### src/aref_cond_defines.svh
// constants for the analog reference and terminal i/o conditioning block
// assumes a 40 MHz reference clock and a 12-bit converter on the input
`ifndef AREF_COND_DEFINES_SVH
`define AREF_COND_DEFINES_SVH

// ==========================================================================
// register offsets (byte addresses on the plain register port)
`define REG_CTRL        8'h00
`define REG_OFFSET      8'h04
`define REG_GAIN        8'h08
`define REG_PRESET      8'h0C
`define REG_START_THR   8'h10
`define REG_STOP_THR    8'h14
`define REG_STATUS      8'h18
`define REG_REF         8'h1C

// ==========================================================================
// field positions
`define CTRL_AIN_LSB    0
`define CTRL_AOUT_LSB   4
`define CTRL_RELAY_LSB  6
`define CTRL_VECTOR_BIT 9
`define CTRL_REMOTE_BIT 10
`define STAT_FAULT_BIT  0
`define STAT_ALARM_BIT  1
`define STAT_RELAY_BIT  2
`define STAT_VOLT_BIT   3
`define STAT_ARUN_BIT   4

// ==========================================================================
// reset values and highest accepted codes
`define RST_AIN_CFG     4'h2
`define RST_AOUT_SRC    2'h0
`define RST_RELAY_CFG   3'h0
`define RST_GAIN        16'h0100
`define RST_START_THR   16'h0800
`define RST_STOP_THR    16'h0400
`define AIN_CFG_MAX     4'hC
`define RELAY_CFG_MAX   3'h6

// ==========================================================================
// converter scaling: full code is 20 mA on the current input
`define AIN_FS_CODE     4095
`define AIN_4MA_CODE    ((`AIN_FS_CODE * 4) / 20)
`define AIN_2MA_CODE    ((`AIN_FS_CODE * 2) / 20)
`define AIN_BIP_MID     2048
`define REF_LIMIT       32767
`define AOUT_FULL       4095

// ==========================================================================
// timing: figures in microseconds, counts derived from the clock rate
`define CLK_HZ          40000000
`define T_UPD_VHZ_US    500000
`define T_UPD_VEC_US    5000
`define T_START_DLY_US  500000
`define T_SNAP_US       1000000
`define US_TO_CYC(t)    ((`CLK_HZ / 1000000) * (t))
`define UPD_VHZ_CYC     `US_TO_CYC(`T_UPD_VHZ_US)
`define UPD_VEC_CYC     `US_TO_CYC(`T_UPD_VEC_US)
`define START_DLY_CYC   `US_TO_CYC(`T_START_DLY_US)
`define SNAP_CYC        `US_TO_CYC(`T_SNAP_US)
`define HIST_DEPTH      5

`endif

### src/aref_cond_pkg.sv
// types shared by the analog reference conditioning block
// assumes nothing beyond a SystemVerilog compiler
package aref_cond_pkg;

  // terminal strip contacts, high when closed
  typedef struct packed {
    logic start_closed;
    logic stop_closed;
    logic func_loss_closed;
  } term_in_t;

  // drive signals offered to the analog output
  typedef struct packed {
    logic signed [15:0] speed;
    logic signed [15:0] torque;
    logic signed [15:0] current;
  } drive_fb_t;

  // control word held in the control register
  typedef struct packed {
    logic       remote_terminal_source;
    logic       vector_mode;
    logic [2:0] relay_cfg;
    logic [1:0] aout_src;
    logic [3:0] ain_cfg;
  } ctrl_t;

  // start delay sequencer
  typedef enum {DLY_IDLE, DLY_WAIT, DLY_ON} start_state_t;

  // analog start/stop decision
  typedef enum {ARUN_STOP, ARUN_RUN} arun_state_t;

endpackage

### src/analog_reference_io_conditioning.sv
// analog input conditioning, signal loss, analog output and relay select
// assumes synchronous inputs, one clock and a plain register port
`include "aref_cond_defines.svh"

module analog_reference_io_conditioning
  import aref_cond_pkg::*;
#(
  parameter int unsigned UPD_VHZ_CYC   = `UPD_VHZ_CYC,
  parameter int unsigned UPD_VEC_CYC   = `UPD_VEC_CYC,
  parameter int unsigned START_DLY_CYC = `START_DLY_CYC,
  parameter int unsigned SNAP_CYC      = `SNAP_CYC,
  parameter int unsigned HIST_DEPTH    = `HIST_DEPTH
) (
  input  wire logic               ref_clk_i,
  input  wire logic               resetn_i,
  input  wire logic               ce_i,
  input  wire logic [7:0]         reg_addr_i,
  input  wire logic [31:0]        reg_wdata_i,
  input  wire logic               reg_wr_i,
  input  wire logic               reg_rd_i,
  output logic      [31:0]        reg_rdata_o,
  input  wire logic [11:0]        adc_i,
  input  wire term_in_t           term_i,
  input  wire drive_fb_t          fb_i,
  input  wire logic               fault_any_i,
  input  wire logic               alarm_any_i,
  input  wire logic               net_active_i,
  input  wire logic               permissive_i,
  output logic signed [15:0]      ref_o,
  output logic                    motor_volt_en_o,
  output logic [11:0]             aout_o,
  output logic                    relay_o,
  output logic                    loss_fault_o,
  output logic                    loss_alarm_o
);

  // ========================================================================
  // elaboration checks
  localparam int unsigned UPD_MAX = (UPD_VHZ_CYC > UPD_VEC_CYC) ?
                                    UPD_VHZ_CYC : UPD_VEC_CYC;
  localparam int UPD_W  = $clog2(UPD_MAX + 1);
  localparam int DLY_W  = $clog2(START_DLY_CYC + 1);
  localparam int SNAP_W = $clog2(SNAP_CYC + 1);
  localparam int HP_W   = (HIST_DEPTH > 1) ? $clog2(HIST_DEPTH) : 1;

  if (UPD_VHZ_CYC < 1 || UPD_VEC_CYC < 1 || START_DLY_CYC < 1 ||
      SNAP_CYC < 1 || HIST_DEPTH < 2) begin : g_bad_param
    $error("timing counts must be at least 1 and history depth 2");
  end

  // ========================================================================
  // software registers
  ctrl_t              ctrl_r;       // configuration word
  logic signed [15:0] offset_r;     // input offset, converter counts
  logic [15:0]        gain_r;       // gain, 8.8 fixed point
  logic signed [15:0] preset_r;     // first preset speed
  logic signed [15:0] start_thr_r;  // analog start level
  logic signed [15:0] stop_thr_r;   // analog stop level
  logic [31:0]        rdata_r;      // read data, valid one cycle

  // write decode
  wire wr_ctrl_w   = ce_i && reg_wr_i && (reg_addr_i == `REG_CTRL);
  wire wr_off_w    = ce_i && reg_wr_i && (reg_addr_i == `REG_OFFSET);
  wire wr_gain_w   = ce_i && reg_wr_i && (reg_addr_i == `REG_GAIN);
  wire wr_pre_w    = ce_i && reg_wr_i && (reg_addr_i == `REG_PRESET);
  wire wr_sthr_w   = ce_i && reg_wr_i && (reg_addr_i == `REG_START_THR);
  wire wr_pthr_w   = ce_i && reg_wr_i && (reg_addr_i == `REG_STOP_THR);
  wire wr_stat_w   = ce_i && reg_wr_i && (reg_addr_i == `REG_STATUS);

  // unsupported codes are refused so the block never runs undefined modes
  wire [3:0] wr_ain_w   = reg_wdata_i[`CTRL_AIN_LSB +: 4];
  wire [2:0] wr_relay_w = reg_wdata_i[`CTRL_RELAY_LSB +: 3];
  ctrl_t     ctrl_nxt;
  assign ctrl_nxt = '{
    remote_terminal_source: reg_wdata_i[`CTRL_REMOTE_BIT],
    vector_mode:            reg_wdata_i[`CTRL_VECTOR_BIT],
    relay_cfg:  (wr_relay_w > `RELAY_CFG_MAX) ? ctrl_r.relay_cfg
                                               : wr_relay_w,
    aout_src:   reg_wdata_i[`CTRL_AOUT_LSB +: 2],
    ain_cfg:    (wr_ain_w > `AIN_CFG_MAX) ? ctrl_r.ain_cfg : wr_ain_w
  };

  // configuration registers
  always_ff @(posedge ref_clk_i or negedge resetn_i) begin
    if (!resetn_i) begin
      ctrl_r      <= '{1'b0, 1'b0, `RST_RELAY_CFG, `RST_AOUT_SRC,
                       `RST_AIN_CFG};
      offset_r    <= 16'sh0000;
      gain_r      <= `RST_GAIN;
      preset_r    <= 16'sh0000;
      start_thr_r <= `RST_START_THR;
      stop_thr_r  <= `RST_STOP_THR;
    end else begin
      if (wr_ctrl_w) ctrl_r      <= ctrl_nxt;
      if (wr_off_w)  offset_r    <= reg_wdata_i[15:0];
      if (wr_gain_w) gain_r      <= reg_wdata_i[15:0];
      if (wr_pre_w)  preset_r    <= reg_wdata_i[15:0];
      if (wr_sthr_w) start_thr_r <= reg_wdata_i[15:0];
      if (wr_pthr_w) stop_thr_r  <= reg_wdata_i[15:0];
    end
  end

  // ========================================================================
  // input configuration decode
  wire [3:0] cfg_w      = ctrl_r.ain_cfg;
  wire ain_bip_w        = (cfg_w == 4'h0) || (cfg_w == 4'h1);
  wire ain_curr_w       = (cfg_w == 4'h4) || (cfg_w == 4'h5) ||
                          ((cfg_w >= 4'h8) && (cfg_w <= 4'hB));
  wire ain_fault_cfg_w  = (cfg_w == 4'h4) || (cfg_w == 4'h5);
  wire ain_alarm_cfg_w  = (cfg_w >= 4'h8) && (cfg_w <= 4'hB);
  wire ain_hold_cfg_w   = (cfg_w == 4'h8) || (cfg_w == 4'h9);
  wire ain_preset_cfg_w = (cfg_w == 4'hA) || (cfg_w == 4'hB);
  // every inverted selection is odd, and 12 is even
  wire ain_inv_w        = cfg_w[0];

  // ========================================================================
  // scaling path: shift, offset, clamp, gain, saturate, negate
  wire [17:0] ain_shift_w = ain_curr_w ? 18'(`AIN_4MA_CODE) :
                            ain_bip_w  ? 18'(`AIN_BIP_MID)  : 18'h00000;
  wire signed [17:0] ain_base_w = $signed({6'h00, adc_i}) -
                                  $signed(ain_shift_w);
  wire signed [17:0] ain_sum_w  = ain_base_w +
                                  {{2{offset_r[15]}}, offset_r};
  // bipolar inputs keep their sign; all others stop at zero
  wire signed [17:0] ain_clamp_w = (!ain_bip_w && ain_sum_w < 0) ?
                                   18'sh00000 : ain_sum_w;
  wire signed [34:0] ain_prod_w  = ain_clamp_w * $signed({1'b0, gain_r});
  wire signed [26:0] ain_scal_w  = ain_prod_w[34:8];
  // symmetric limit so that the negation below can never wrap
  wire signed [15:0] ain_sat_w =
    (ain_scal_w >  27'sd32767) ? 16'(`REF_LIMIT) :
    (ain_scal_w < -27'sd32767) ? -16'(`REF_LIMIT) :
    ain_scal_w[15:0];
  wire signed [15:0] cond_w = ain_inv_w ? -ain_sat_w : ain_sat_w;

  // ========================================================================
  // signal loss detection with 2 mA trip and 4 mA return
  logic loss_fault_r;  // sticky, cleared by writing one
  logic loss_alarm_r;  // clears itself when the loop recovers
  wire  loss_now_w = ain_curr_w && (adc_i < 12'(`AIN_2MA_CODE));
  wire  back_w     = adc_i >= 12'(`AIN_4MA_CODE);
  wire  fault_clr_w = wr_stat_w && reg_wdata_i[`STAT_FAULT_BIT];

  // a loss in the same cycle as the clear keeps the fault set
  wire fault_nxt = (ain_fault_cfg_w && loss_now_w) ||
                   (loss_fault_r && !fault_clr_w);
  wire alarm_nxt = ain_alarm_cfg_w &&
                   ((ain_alarm_cfg_w && loss_now_w) ||
                    (loss_alarm_r && !back_w));

  always_ff @(posedge ref_clk_i or negedge resetn_i) begin
    if (!resetn_i) begin
      loss_fault_r <= 1'b0;
      loss_alarm_r <= 1'b0;
    end else if (ce_i) begin
      loss_fault_r <= fault_nxt;
      loss_alarm_r <= alarm_nxt;
    end
  end

  // ========================================================================
  // reference history: one snapshot a second, oldest is 4 to 5 s old
  logic [SNAP_W-1:0]  snap_cnt_r;
  logic [HP_W-1:0]    hist_wp_r;
  logic signed [15:0] hist_r [HIST_DEPTH];
  wire snap_tick_w = (snap_cnt_r >= SNAP_W'(SNAP_CYC - 1));
  // snapshots stop during a loss so the held value does not age out
  wire snap_we_w   = ce_i && snap_tick_w && !loss_alarm_r;

  // snapshot timer and write pointer
  always_ff @(posedge ref_clk_i or negedge resetn_i) begin
    if (!resetn_i) begin
      snap_cnt_r <= '0;
      hist_wp_r  <= '0;
    end else if (ce_i) begin
      snap_cnt_r <= snap_tick_w ? '0 : snap_cnt_r + 1'b1;
      if (snap_we_w) begin
        hist_wp_r <= (hist_wp_r == HP_W'(HIST_DEPTH - 1)) ?
                     '0 : hist_wp_r + 1'b1;
      end
    end
  end

  // one storage word per history entry
  for (genvar i = 0; i < HIST_DEPTH; i++) begin : g_hist
    always_ff @(posedge ref_clk_i or negedge resetn_i) begin
      if (!resetn_i) begin
        hist_r[i] <= 16'sh0000;
      end else if (snap_we_w && hist_wp_r == HP_W'(i)) begin
        hist_r[i] <= cond_w;
      end
    end
  end

  // the slot about to be overwritten holds the oldest snapshot
  wire signed [15:0] hist_old_w = hist_r[hist_wp_r];

  // ========================================================================
  // reference selection
  logic signed [15:0] ref_r;
  wire signed [15:0] ref_nxt =
    (loss_alarm_r && ain_hold_cfg_w)   ? hist_old_w :
    (loss_alarm_r && ain_preset_cfg_w) ? preset_r   :
    cond_w;

  always_ff @(posedge ref_clk_i or negedge resetn_i) begin
    if (!resetn_i) ref_r <= 16'sh0000;
    else if (ce_i) ref_r <= ref_nxt;
  end

  // ========================================================================
  // analog start/stop, threshold hysteresis between the two levels
  arun_state_t arun_r;
  arun_state_t arun_nxt;
  wire ana_mode_w = (cfg_w == 4'hC) && ctrl_r.remote_terminal_source;

  // decides run from the scaled level; the temperature drift of the
  // input can keep it above the stop level, hence the contact gating
  always_comb begin
    arun_nxt = arun_r;
    case (arun_r)
      ARUN_STOP: if (cond_w >= start_thr_r) arun_nxt = ARUN_RUN;
      ARUN_RUN:  if (cond_w <= stop_thr_r)  arun_nxt = ARUN_STOP;
      default:   arun_nxt = ARUN_STOP;
    endcase
    if (!ana_mode_w) arun_nxt = ARUN_STOP;
  end

  always_ff @(posedge ref_clk_i or negedge resetn_i) begin
    if (!resetn_i) arun_r <= ARUN_STOP;
    else if (ce_i) arun_r <= arun_nxt;
  end

  // stop and function loss act in every mode
  wire contacts_ok_w = term_i.func_loss_closed && term_i.stop_closed;
  wire run_req_w = contacts_ok_w && term_i.start_closed &&
                   (!ana_mode_w || arun_r == ARUN_RUN);

  // ========================================================================
  // start delay before motor voltage
  start_state_t      st_r;
  start_state_t      st_nxt;
  logic [DLY_W-1:0]  dly_cnt_r;
  wire dly_done_w = (dly_cnt_r >= DLY_W'(START_DLY_CYC - 1));

  // the delay holds off voltage; relay choice 1 then closes one cycle after it appears
  always_comb begin
    st_nxt = st_r;
    case (st_r)
      DLY_IDLE: begin
        if (run_req_w) begin
          st_nxt = (ctrl_r.relay_cfg == 3'h1) ? DLY_WAIT : DLY_ON;
        end
      end
      DLY_WAIT: begin
        if (!run_req_w) st_nxt = DLY_IDLE;
        else if (dly_done_w) st_nxt = DLY_ON;
      end
      DLY_ON:  if (!run_req_w) st_nxt = DLY_IDLE;
      default: st_nxt = DLY_IDLE;
    endcase
  end

  always_ff @(posedge ref_clk_i or negedge resetn_i) begin
    if (!resetn_i) begin
      st_r      <= DLY_IDLE;
      dly_cnt_r <= '0;
    end else if (ce_i) begin
      st_r      <= st_nxt;
      dly_cnt_r <= (st_r == DLY_WAIT) ? dly_cnt_r + 1'b1 : '0;
    end
  end

  wire volt_w = (st_r == DLY_ON);

  // ========================================================================
  // relay indication
  logic relay_r;
  wire  fault_all_w = fault_any_i || loss_fault_r;
  wire  alarm_all_w = alarm_any_i || loss_alarm_r;
  logic relay_nxt;

  always_comb begin
    case (ctrl_r.relay_cfg)
      3'h0:    relay_nxt = fault_all_w;
      3'h1:    relay_nxt = volt_w;
      3'h2:    relay_nxt = volt_w;
      3'h3:    relay_nxt = net_active_i;
      3'h4:    relay_nxt = permissive_i;
      3'h5:    relay_nxt = alarm_all_w;
      3'h6:    relay_nxt = !fault_all_w;
      default: relay_nxt = 1'b0;
    endcase
  end

  always_ff @(posedge ref_clk_i or negedge resetn_i) begin
    if (!resetn_i) relay_r <= 1'b0;
    else if (ce_i) relay_r <= relay_nxt;
  end

  // ========================================================================
  // analog output source, scaling and refresh
  logic [UPD_W-1:0] upd_cnt_r;
  logic [11:0]      aout_r;
  wire [UPD_W-1:0]  upd_lim_w = ctrl_r.vector_mode ?
                                UPD_W'(UPD_VEC_CYC - 1) :
                                UPD_W'(UPD_VHZ_CYC - 1);
  wire upd_tick_w = (upd_cnt_r >= upd_lim_w);

  wire signed [15:0] aout_sig_w =
    (ctrl_r.aout_src[0] == 1'b0) ? fb_i.speed :
    (ctrl_r.aout_src[1] == 1'b0) ? fb_i.torque :
    ctrl_r.vector_mode ? fb_i.torque : fb_i.current;
  // adding half scale to a two's complement word flips its top bit
  wire [11:0] aout_bip_w = {~aout_sig_w[15], aout_sig_w[14:4]};
  wire [15:0] aout_mag_w = aout_sig_w[15] ? 16'(-aout_sig_w) :
                           aout_sig_w;
  // magnitude of the full negative code would reach one step past full
  wire [11:0] aout_uni_w = (aout_mag_w[15:3] > 13'(`AOUT_FULL)) ?
                           12'(`AOUT_FULL) : aout_mag_w[14:3];
  wire [11:0] aout_nxt = ctrl_r.aout_src[1] ? aout_uni_w : aout_bip_w;

  always_ff @(posedge ref_clk_i or negedge resetn_i) begin
    if (!resetn_i) begin
      upd_cnt_r <= '0;
      aout_r    <= 12'h800;
    end else if (ce_i) begin
      upd_cnt_r <= upd_tick_w ? '0 : upd_cnt_r + 1'b1;
      if (upd_tick_w) aout_r <= aout_nxt;
    end
  end

  // ========================================================================
  // register read, data stands in the cycle after the strobe only
  wire [31:0] stat_w = {27'h0000000, arun_r == ARUN_RUN, volt_w,
                        relay_r, loss_alarm_r, loss_fault_r};
  wire [31:0] rd_mux_w =
    (reg_addr_i == `REG_CTRL)      ? {21'h000000, ctrl_r}          :
    (reg_addr_i == `REG_OFFSET)    ? {16'h0000, offset_r}          :
    (reg_addr_i == `REG_GAIN)      ? {16'h0000, gain_r}            :
    (reg_addr_i == `REG_PRESET)    ? {16'h0000, preset_r}          :
    (reg_addr_i == `REG_START_THR) ? {16'h0000, start_thr_r}       :
    (reg_addr_i == `REG_STOP_THR)  ? {16'h0000, stop_thr_r}        :
    (reg_addr_i == `REG_STATUS)    ? stat_w                        :
    (reg_addr_i == `REG_REF)       ? {16'h0000, ref_r}             :
    32'h00000000;

  always_ff @(posedge ref_clk_i or negedge resetn_i) begin
    if (!resetn_i) rdata_r <= 32'h00000000;
    else if (ce_i) rdata_r <= reg_rd_i ? rd_mux_w : 32'h00000000;
  end

  // ========================================================================
  // outputs
  assign reg_rdata_o     = rdata_r;
  assign ref_o           = ref_r;
  assign motor_volt_en_o = volt_w;
  assign aout_o          = aout_r;
  assign relay_o         = relay_r;
  assign loss_fault_o    = loss_fault_r;
  assign loss_alarm_o    = loss_alarm_r;
endmodule  // analog_reference_io_conditioning

### config.mk
export PLATFORM = sky130hd
export DESIGN_NAME = analog_reference_io_conditioning
export DESIGN_NICKNAME = d
export VERILOG_FILES = /design/src/aref_cond_pkg.sv /design/src/analog_reference_io_conditioning.sv
export VERILOG_INCLUDE_DIRS = /design/src
export SDC_FILE = /design/constraint.sdc
export NUM_CORES = 2
export LEC_CHECK = 0
export BUFFER_PORTS_ARGS = -buffer_cell sky130_fd_sc_hd__buf_2
export CORE_MARGIN = 2
export CORE_UTILIZATION = 35
export CTS_CLUSTER_DIAMETER = 200
export DETAILED_ROUTE_END_ITERATION = 16
export HOLD_SLACK_MARGIN = 0.03
export PLACE_DENSITY = 0.51
export SKIP_LAST_GASP = 1
export SLEW_MARGIN = 20
export SYNTH_ARGS = -nofsm -noshare
export SYNTH_HDL_FRONTEND = slang
export SYNTH_SLANG_ARGS = --single-unit
### constraint.sdc
create_clock -name ref_clk_i -period 14.9 [get_ports ref_clk_i]
set_input_delay 0 -clock ref_clk_i [delete_from_list [all_inputs] [get_ports ref_clk_i]]
set_output_delay 0 -clock ref_clk_i [all_outputs]
set_load 0.01 [all_outputs]
# Word-level counts from Yosys, hierarchy flattened
# Cells that the tools add are included.
[word_totals]
ff_bits = 377
inputBits = 112
[classes]
n_mul = 1
eq_ne = 36
mux = 42
addsub = 8
reduce_logical = 59
n_bitwise = 4
n_lt_le_gt_ge = 16
[ops]
columns = ["op", "count"]
rows = [
  ["16-bit 2-to-1 mux", 20],
  ["32-bit 2-to-1 mux", 7],
  ["32-bit by 2-bit equality test with 1-bit output (second input constant)", 3],
  ["32-bit one-hot mux with 3 select lines", 1],
  ["25-bit 2-to-1 mux", 3],
  ["32-bit by 1-bit equality test with 1-bit output (second input constant)", 2],
  ["32-bit logical NOT", 2],
  ["32-bit one-hot mux with 2 select lines", 1],
  ["25-bit by 1-bit adder with 25-bit output (second input constant)", 2],
  ["16-bit binary-select mux with 3-bit select", 1],
  ["12-bit 2-to-1 mux", 4],
  ["18-bit by 17-bit multiplier with 35-bit output", 1],
  ["32-bit by 3-bit equality test with 1-bit output (second input constant)", 1],
  ["8-bit by 5-bit equality test with 1-bit output (second input constant)", 4],
  ["16-bit negator", 2],
  ["1-bit logical AND", 30],
  ["27-bit by 16-bit greater-than comparator with 1-bit output (second input constant)", 1],
  ["27-bit by 16-bit less-than comparator with 1-bit output (second input constant)", 1],
  ["26-bit by 1-bit adder with 26-bit output (second input constant)", 1],
  ["26-bit >= comparator (second input constant)", 1],
  ["26-bit 2-to-1 mux", 1],
  ["25-bit >= comparator", 1],
  ["25-bit >= comparator (second input constant)", 1],
  ["4-bit equality test (second input constant)", 5],
  ["other kinds (37)", 70],
]

# Longest topological paths before layout
[depth]
ltp_word = 19
ltp_mapped = 66
ltp_nobuf = 61

# Least setup slack after synthesis
# OpenSTA, ideal clock, no wires.
[synth_timing]
path_type = "reg2reg"
startpoint = "reg cfg_w[1] (netlist name)"
endpoint = "reg arun_r[0]"
t_required_ns = 14.767
path_stages_with_launch = 63
t_arrival_ns = 13.931
slack_ns = 0.837
period_less_slack_ns = 14.063
setup_time_ns = 0.133
cell_sequence = "dfstp_2 clkbuf_1 nor2_1 a21o_1 inv_1 clkbuf_1 ha_1 nand2_1 o21ai_0 nand2b_1 o21ai_0 o21ai_0 or2_2 a21oi_1 ha_1 or2_2 a21oi_1 a211oi_1 [... 27 more ...] ha_1 inv_1 or2_2 nor3_1 a211oi_1 o21ai_0 xnor2_1 ha_1 a21o_1 a21oi_1 nor2b_1 o21ai_0 nand2b_1 a221o_1 nand2_1 a31oi_1 a21oi_1 o41ai_1"
[synth_between]
elab_chain_len = 18
word_cells_on_any_way = 33
[synth_rtl]
columns = ["element", "line_no", "text"]
rows = [
  ["4-bit >= comparator, or another cell as far along", "analog_reference_io_conditioning.sv:108", "((cfg_w >= 4'h8) && (cfg_w <= 4'hB));"],
  ["1-bit logical AND, or another cell as far along", "analog_reference_io_conditioning.sv:108", ""],
  ["1-bit logical OR / 12-bit 2-to-1 mux (equally long branches)", "analog_reference_io_conditioning.sv:107, analog_reference_io_conditioning.sv:119", ""],
  ["12-bit 2-to-1 mux", "analog_reference_io_conditioning.sv:118", "wire [17:0] ain_shift_w = ain_curr_w ? 18'(`AIN_4MA_CODE) :"],
  ["12-bit by 12-bit subtractor with 13-bit output", "analog_reference_io_conditioning.sv:120", "wire signed [17:0] ain_base_w = $signed({6'h00, adc_i}) -"],
  ["13-bit by 16-bit adder with 17-bit output", "analog_reference_io_conditioning.sv:122", "wire signed [17:0] ain_sum_w = ain_base_w +"],
  ["17-bit by 1-bit less-than comparator with 1-bit output", "analog_reference_io_conditioning.sv:125", "wire signed [17:0] ain_clamp_w = (!ain_bip_w && ain_sum_w < 0) ?"],
  ["1-bit logical AND", "analog_reference_io_conditioning.sv:125", ""],
  ["[... 3 more ...]", "-", ""],
  ["16-bit 2-to-1 mux", "analog_reference_io_conditioning.sv:132", "(ain_scal_w < -27'sd32767) ? -16'(`REF_LIMIT) :"],
  ["16-bit 2-to-1 mux (*)", "analog_reference_io_conditioning.sv:131", "(ain_scal_w > 27'sd32767) ? 16'(`REF_LIMIT) :"],
  ["16-bit negator", "analog_reference_io_conditioning.sv:134", "wire signed [15:0] cond_w = ain_inv_w ? -ain_sat_w : ain_sat_w;"],
  ["16-bit 2-to-1 mux (*)", "analog_reference_io_conditioning.sv:134", ""],
  ["net cond_w[8]", "analog_reference_io_conditioning.sv:134", ""],
  ["16-bit less-or-equal comparator / 16-bit >= comparator (equally long branches)", "analog_reference_io_conditioning.sv:223, analog_reference_io_conditioning.sv:222", ""],
  ["3-bit != test (no line)", "-", ""],
  ["3-bit AND reduction (no line) (*)", "-", ""],
  ["end signal, assigned", "analog_reference_io_conditioning.sv:231", "else if (ce_i) arun_r <= arun_nxt;"],
  ["end, declared", "analog_reference_io_conditioning.sv:213", "arun_state_t arun_r;"],
]
# The timed path passes the listed nets; every way through them passes the cells marked *.
# A chain may end at the register's enable or synchronous reset.

# Worst setup path in the final report
[layout_timing]
startpoint = "reg cfg_w[3] (netlist name)"
endpoint = "reg arun_r[0]"
[layout_between]
elab_chain_len = 18
word_cells_on_any_way = 33
[layout_rtl]
columns = ["element", "line_no"]
rows = [
  ["4-bit >= comparator, or another cell as far along", "analog_reference_io_conditioning.sv:108"],
  ["1-bit logical AND, or another cell as far along", "analog_reference_io_conditioning.sv:108"],
  ["1-bit logical OR / 12-bit 2-to-1 mux (equally long branches)", "analog_reference_io_conditioning.sv:107, analog_reference_io_conditioning.sv:119"],
  ["12-bit 2-to-1 mux", "analog_reference_io_conditioning.sv:118"],
  ["12-bit by 12-bit subtractor with 13-bit output", "analog_reference_io_conditioning.sv:120"],
  ["13-bit by 16-bit adder with 17-bit output", "analog_reference_io_conditioning.sv:122"],
  ["17-bit by 1-bit less-than comparator with 1-bit output", "analog_reference_io_conditioning.sv:125"],
  ["1-bit logical AND", "analog_reference_io_conditioning.sv:125"],
  ["[... 3 more ...]", "-"],
  ["16-bit 2-to-1 mux", "analog_reference_io_conditioning.sv:132"],
  ["16-bit 2-to-1 mux (*)", "analog_reference_io_conditioning.sv:131"],
  ["16-bit negator", "analog_reference_io_conditioning.sv:134"],
  ["16-bit 2-to-1 mux (*)", "analog_reference_io_conditioning.sv:134"],
  ["net cond_w[4]", "analog_reference_io_conditioning.sv:134"],
  ["16-bit less-or-equal comparator / 16-bit >= comparator (equally long branches)", "analog_reference_io_conditioning.sv:223, analog_reference_io_conditioning.sv:222"],
  ["3-bit != test (no line)", "-"],
  ["3-bit AND reduction (no line) (*)", "-"],
]
# Marks and branches as above.

==> impl_metrics.env <==
export IMPL_slew_violations=0
export IMPL_holdCritPathClass="primary input to flop"
export IMPL_num_io_pins=176
export IMPL_final_nets=3800
export IMPL_synth_edf_count=0
export IMPL_fp_dieArea_sq_um=85300
export IMPL_cp_end_kind="flop"
export IMPL_cts_buffer_depth=3
export IMPL_cp_max_fo=16
export IMPL_peakVddDrop_uv=101
export IMPL_first_pass_iters=6
export IMPL_synth_async_reset_ratio_pct=100
export IMPL_num_rows=105
export IMPL_cp_slowest_cell="fa_1"
export IMPL_ant_nets=0
export IMPL_path_clk_slew_ns=0.07
export IMPL_cts_tree="done"
export IMPL_avgSynthCellArea_sq_um=9.38
export IMPL_hpwlAfterDp_microns=64200
export IMPL_synthCells=3094
export IMPL_synth_area_sq_um=29000
export IMPL_cp_start_kind="flop"
export IMPL_status="complete, no violations"
export IMPL_busiest_layer="met2"
export IMPL_final_cell_mix="447 x inv_1, 294 x dfrtp_1, 280 x fa_1"
export IMPL_via_count=22800
export IMPL_yosys_cell_types_count=92
export IMPL_cts_buffers_inserted=30
export IMPL_arrival_ns=14.56
export IMPL_drive_gt1_share_pct=16.7
export IMPL_min_period_ns=14.11
export IMPL_synth_ff_latch_count=300
export IMPL_via_per_inst=5.25
export IMPL_syn_to_final_growth_pct=13.2
export IMPL_drc=0
export IMPL_grt_total_usage_pct=19.8
export IMPL_worstMarginPinSlew_ns=1.06
export IMPL_die_h_microns=292
export IMPL_die_w_microns=292
export IMPL_max_stage_delay_ns=0.60
export IMPL_power_density_nw_per_um2=91.7
export IMPL_antenna_found_initial=5
export IMPL_cts_root_buffer="clkbuf_16"
export IMPL_dp_cells=4237
export IMPL_p_leak_nw=16.1
export IMPL_setup_viol=0
export IMPL_worstPathRequired_ns=15.35
export IMPL_htreeDepth=1
export IMPL_hold_violations=0
export IMPL_final_cells=4346
export IMPL_grt_pass1_vias=23500
export IMPL_criticalPathCategory="flop to flop"
export IMPL_cts_sinks=300
export IMPL_hold_ws_ns=0.0509
export IMPL_yosysSeqAreaShare_pct=25.9
export IMPL_fin_crit_sh_pct=94.7
export IMPL_fmax_ghz=0.0709
export IMPL_met1_usage_pct=28.6
export IMPL_slew_headroom_pct=29.0
export IMPL_clk_latency_ns=0.58
export IMPL_grt_max_degree=64
export IMPL_start_util_pct=35.4
export IMPL_drt_iter0_markers=1589
export IMPL_core_sq_um=82100
export IMPL_wl_microns=83700
export IMPL_grt_use_met2_pct=32.5
export IMPL_grt_pass1_wl_microns=135000
export IMPL_maxCapViolCount=0
export IMPL_fin_worst_skew_ns=0.0170
export IMPL_wl_per_cell_microns=19.3
export IMPL_final_common_cell="inv_1"
export IMPL_gp_congestion=0.868
export IMPL_ys_flop_type="dfrtp_1"
export IMPL_use_met3_pct=2.33
export IMPL_overflow=0
export IMPL_yosysWarnings=0
export IMPL_io_buffers=143
## through the flow
stage | total power, mW | instance area (sq um) | util, % | TNS (ns) | setup WS [ns]
finish | 3.01 | 32900 | 40.0 | 0 | 0.790
global route | 3.23 | 32900 | 40.0 | -0.0459 | -0.0459
CTS | 3.01 | 32700 | 39.8 | 0 | 0.0295
detailed placement | 2.13 | 31100 | 37.9 | 0 | 0.105
global placement | 2.13 | 31100 | 37.9 | 0 | 0.284
floorplan | 1.68 | 29100 | - | 0 | 0.837
## registers in the layout (all words and copies together) (netlist names), 7 cells and up
register     count
hist_r          80
snap_cnt_r      26
dly_cnt_r       25
upd_cnt_r       25
gain_r          16
offset_r        16
preset_r        16
ref_o           16
reg_rdata_o     16
start_thr_r     16
stop_thr_r      16
aout_o          12
ctrl_r           7
## what timing repair did
item,in CTS,in global routing
hold buffers,42,0
setup endpoints to repair,0,1
resized for setup,0,41
endpoints found under the hold margin,185,0
buffers inserted,0,8
## path summary, 6_finish.rpt
kind                                   to  slack (ns)  cells after the start      startpoint
max                             arun_r[0]        0.79                     57        cfg_w[3]
min                             aout_o[5]        0.05                      5         fb_i[9]
max reg2reg                     arun_r[0]        0.79                     57        cfg_w[3]
min reg2reg                reg_rdata_o[8]        0.48                      1  reg_rdata_o[8]
max in group asynchronous      hist_r[59]       12.41                      5        resetn_i
min in group asynchronous   dly_cnt_r[19]        0.49                      3        resetn_i
## critical path, delay by kind of cell (launching register included)
family	cells	cell delay (ns)
AO/OA/AOI/OAI	23	4.53
flip-flops	1	0.44
adder cells (fa/ha/maj)	12	4.79
buffers and inverters	9	1.02
AND/OR/NAND/NOR	13	3.18
## power by group
part	internal (mW)	switching (mW)
Sequential	0.859	0.0607
Combinational	0.460	0.774
Clock	0.512	0.348
## area by class of cell
cell class	instances	area, sq um
Tap cell	1070	1340
Clock buffer	37	817
Antenna cell	2	5.00
Sequential cell	300	7510
Fill cell	8209	49200
Multi-Input combinational cell	2191	19400
Timing Repair Buffer	276	1830
Clock inverter	19	288
Inverter	451	1700
## synthesized netlist by cell type (64+ instances only)
| cell type | number | area share, % |
|---|---|---|
| fa_1 | 282 | 19 |
| clkbuf_1 | 113 | 1.5 |
| and2_1 | 132 | 2.8 |
| inv_1 | 449 | 5.8 |
| a21oi_1 | 124 | 2.1 |
| ha_1 | 156 | 6.7 |
| nor2_1 | 183 | 2.4 |
| dfrtp_1 | 295 | 25 |
| xnor2_1 | 64 | 1.9 |
| o21ai_0 | 86 | 1.5 |
| nand2_1 | 277 | 3.6 |
| mux2_2 | 162 | 6.3 |
## kinds of logic after synthesis
group / Yosys count / synth area share (%)
AO/OA/AOI/OAI: 493 / 11.7
other: 1 / 0.0129
multiplexers: 209 / 8.59
flip-flops: 300 / 25.9
XOR/XNOR: 123 / 3.74
adder cells (fa/ha/maj): 438 / 26.2
AND/OR/NAND/NOR: 912 / 15.6
buffers and inverters: 618 / 8.28
## layer usage
| layer | part of all wire, % | vias to the layer above |
|---|---|---|
| met5 | 0.054 | - |
| met3 | 4.5 | 85 |
| met2 | 46 | 548 |
| met1 | 47 | 11500 |
| met4 | 1.8 | 8 |
| li1 | - | 10700 |
No activity file was read; power rests on OpenSTA's default activity.
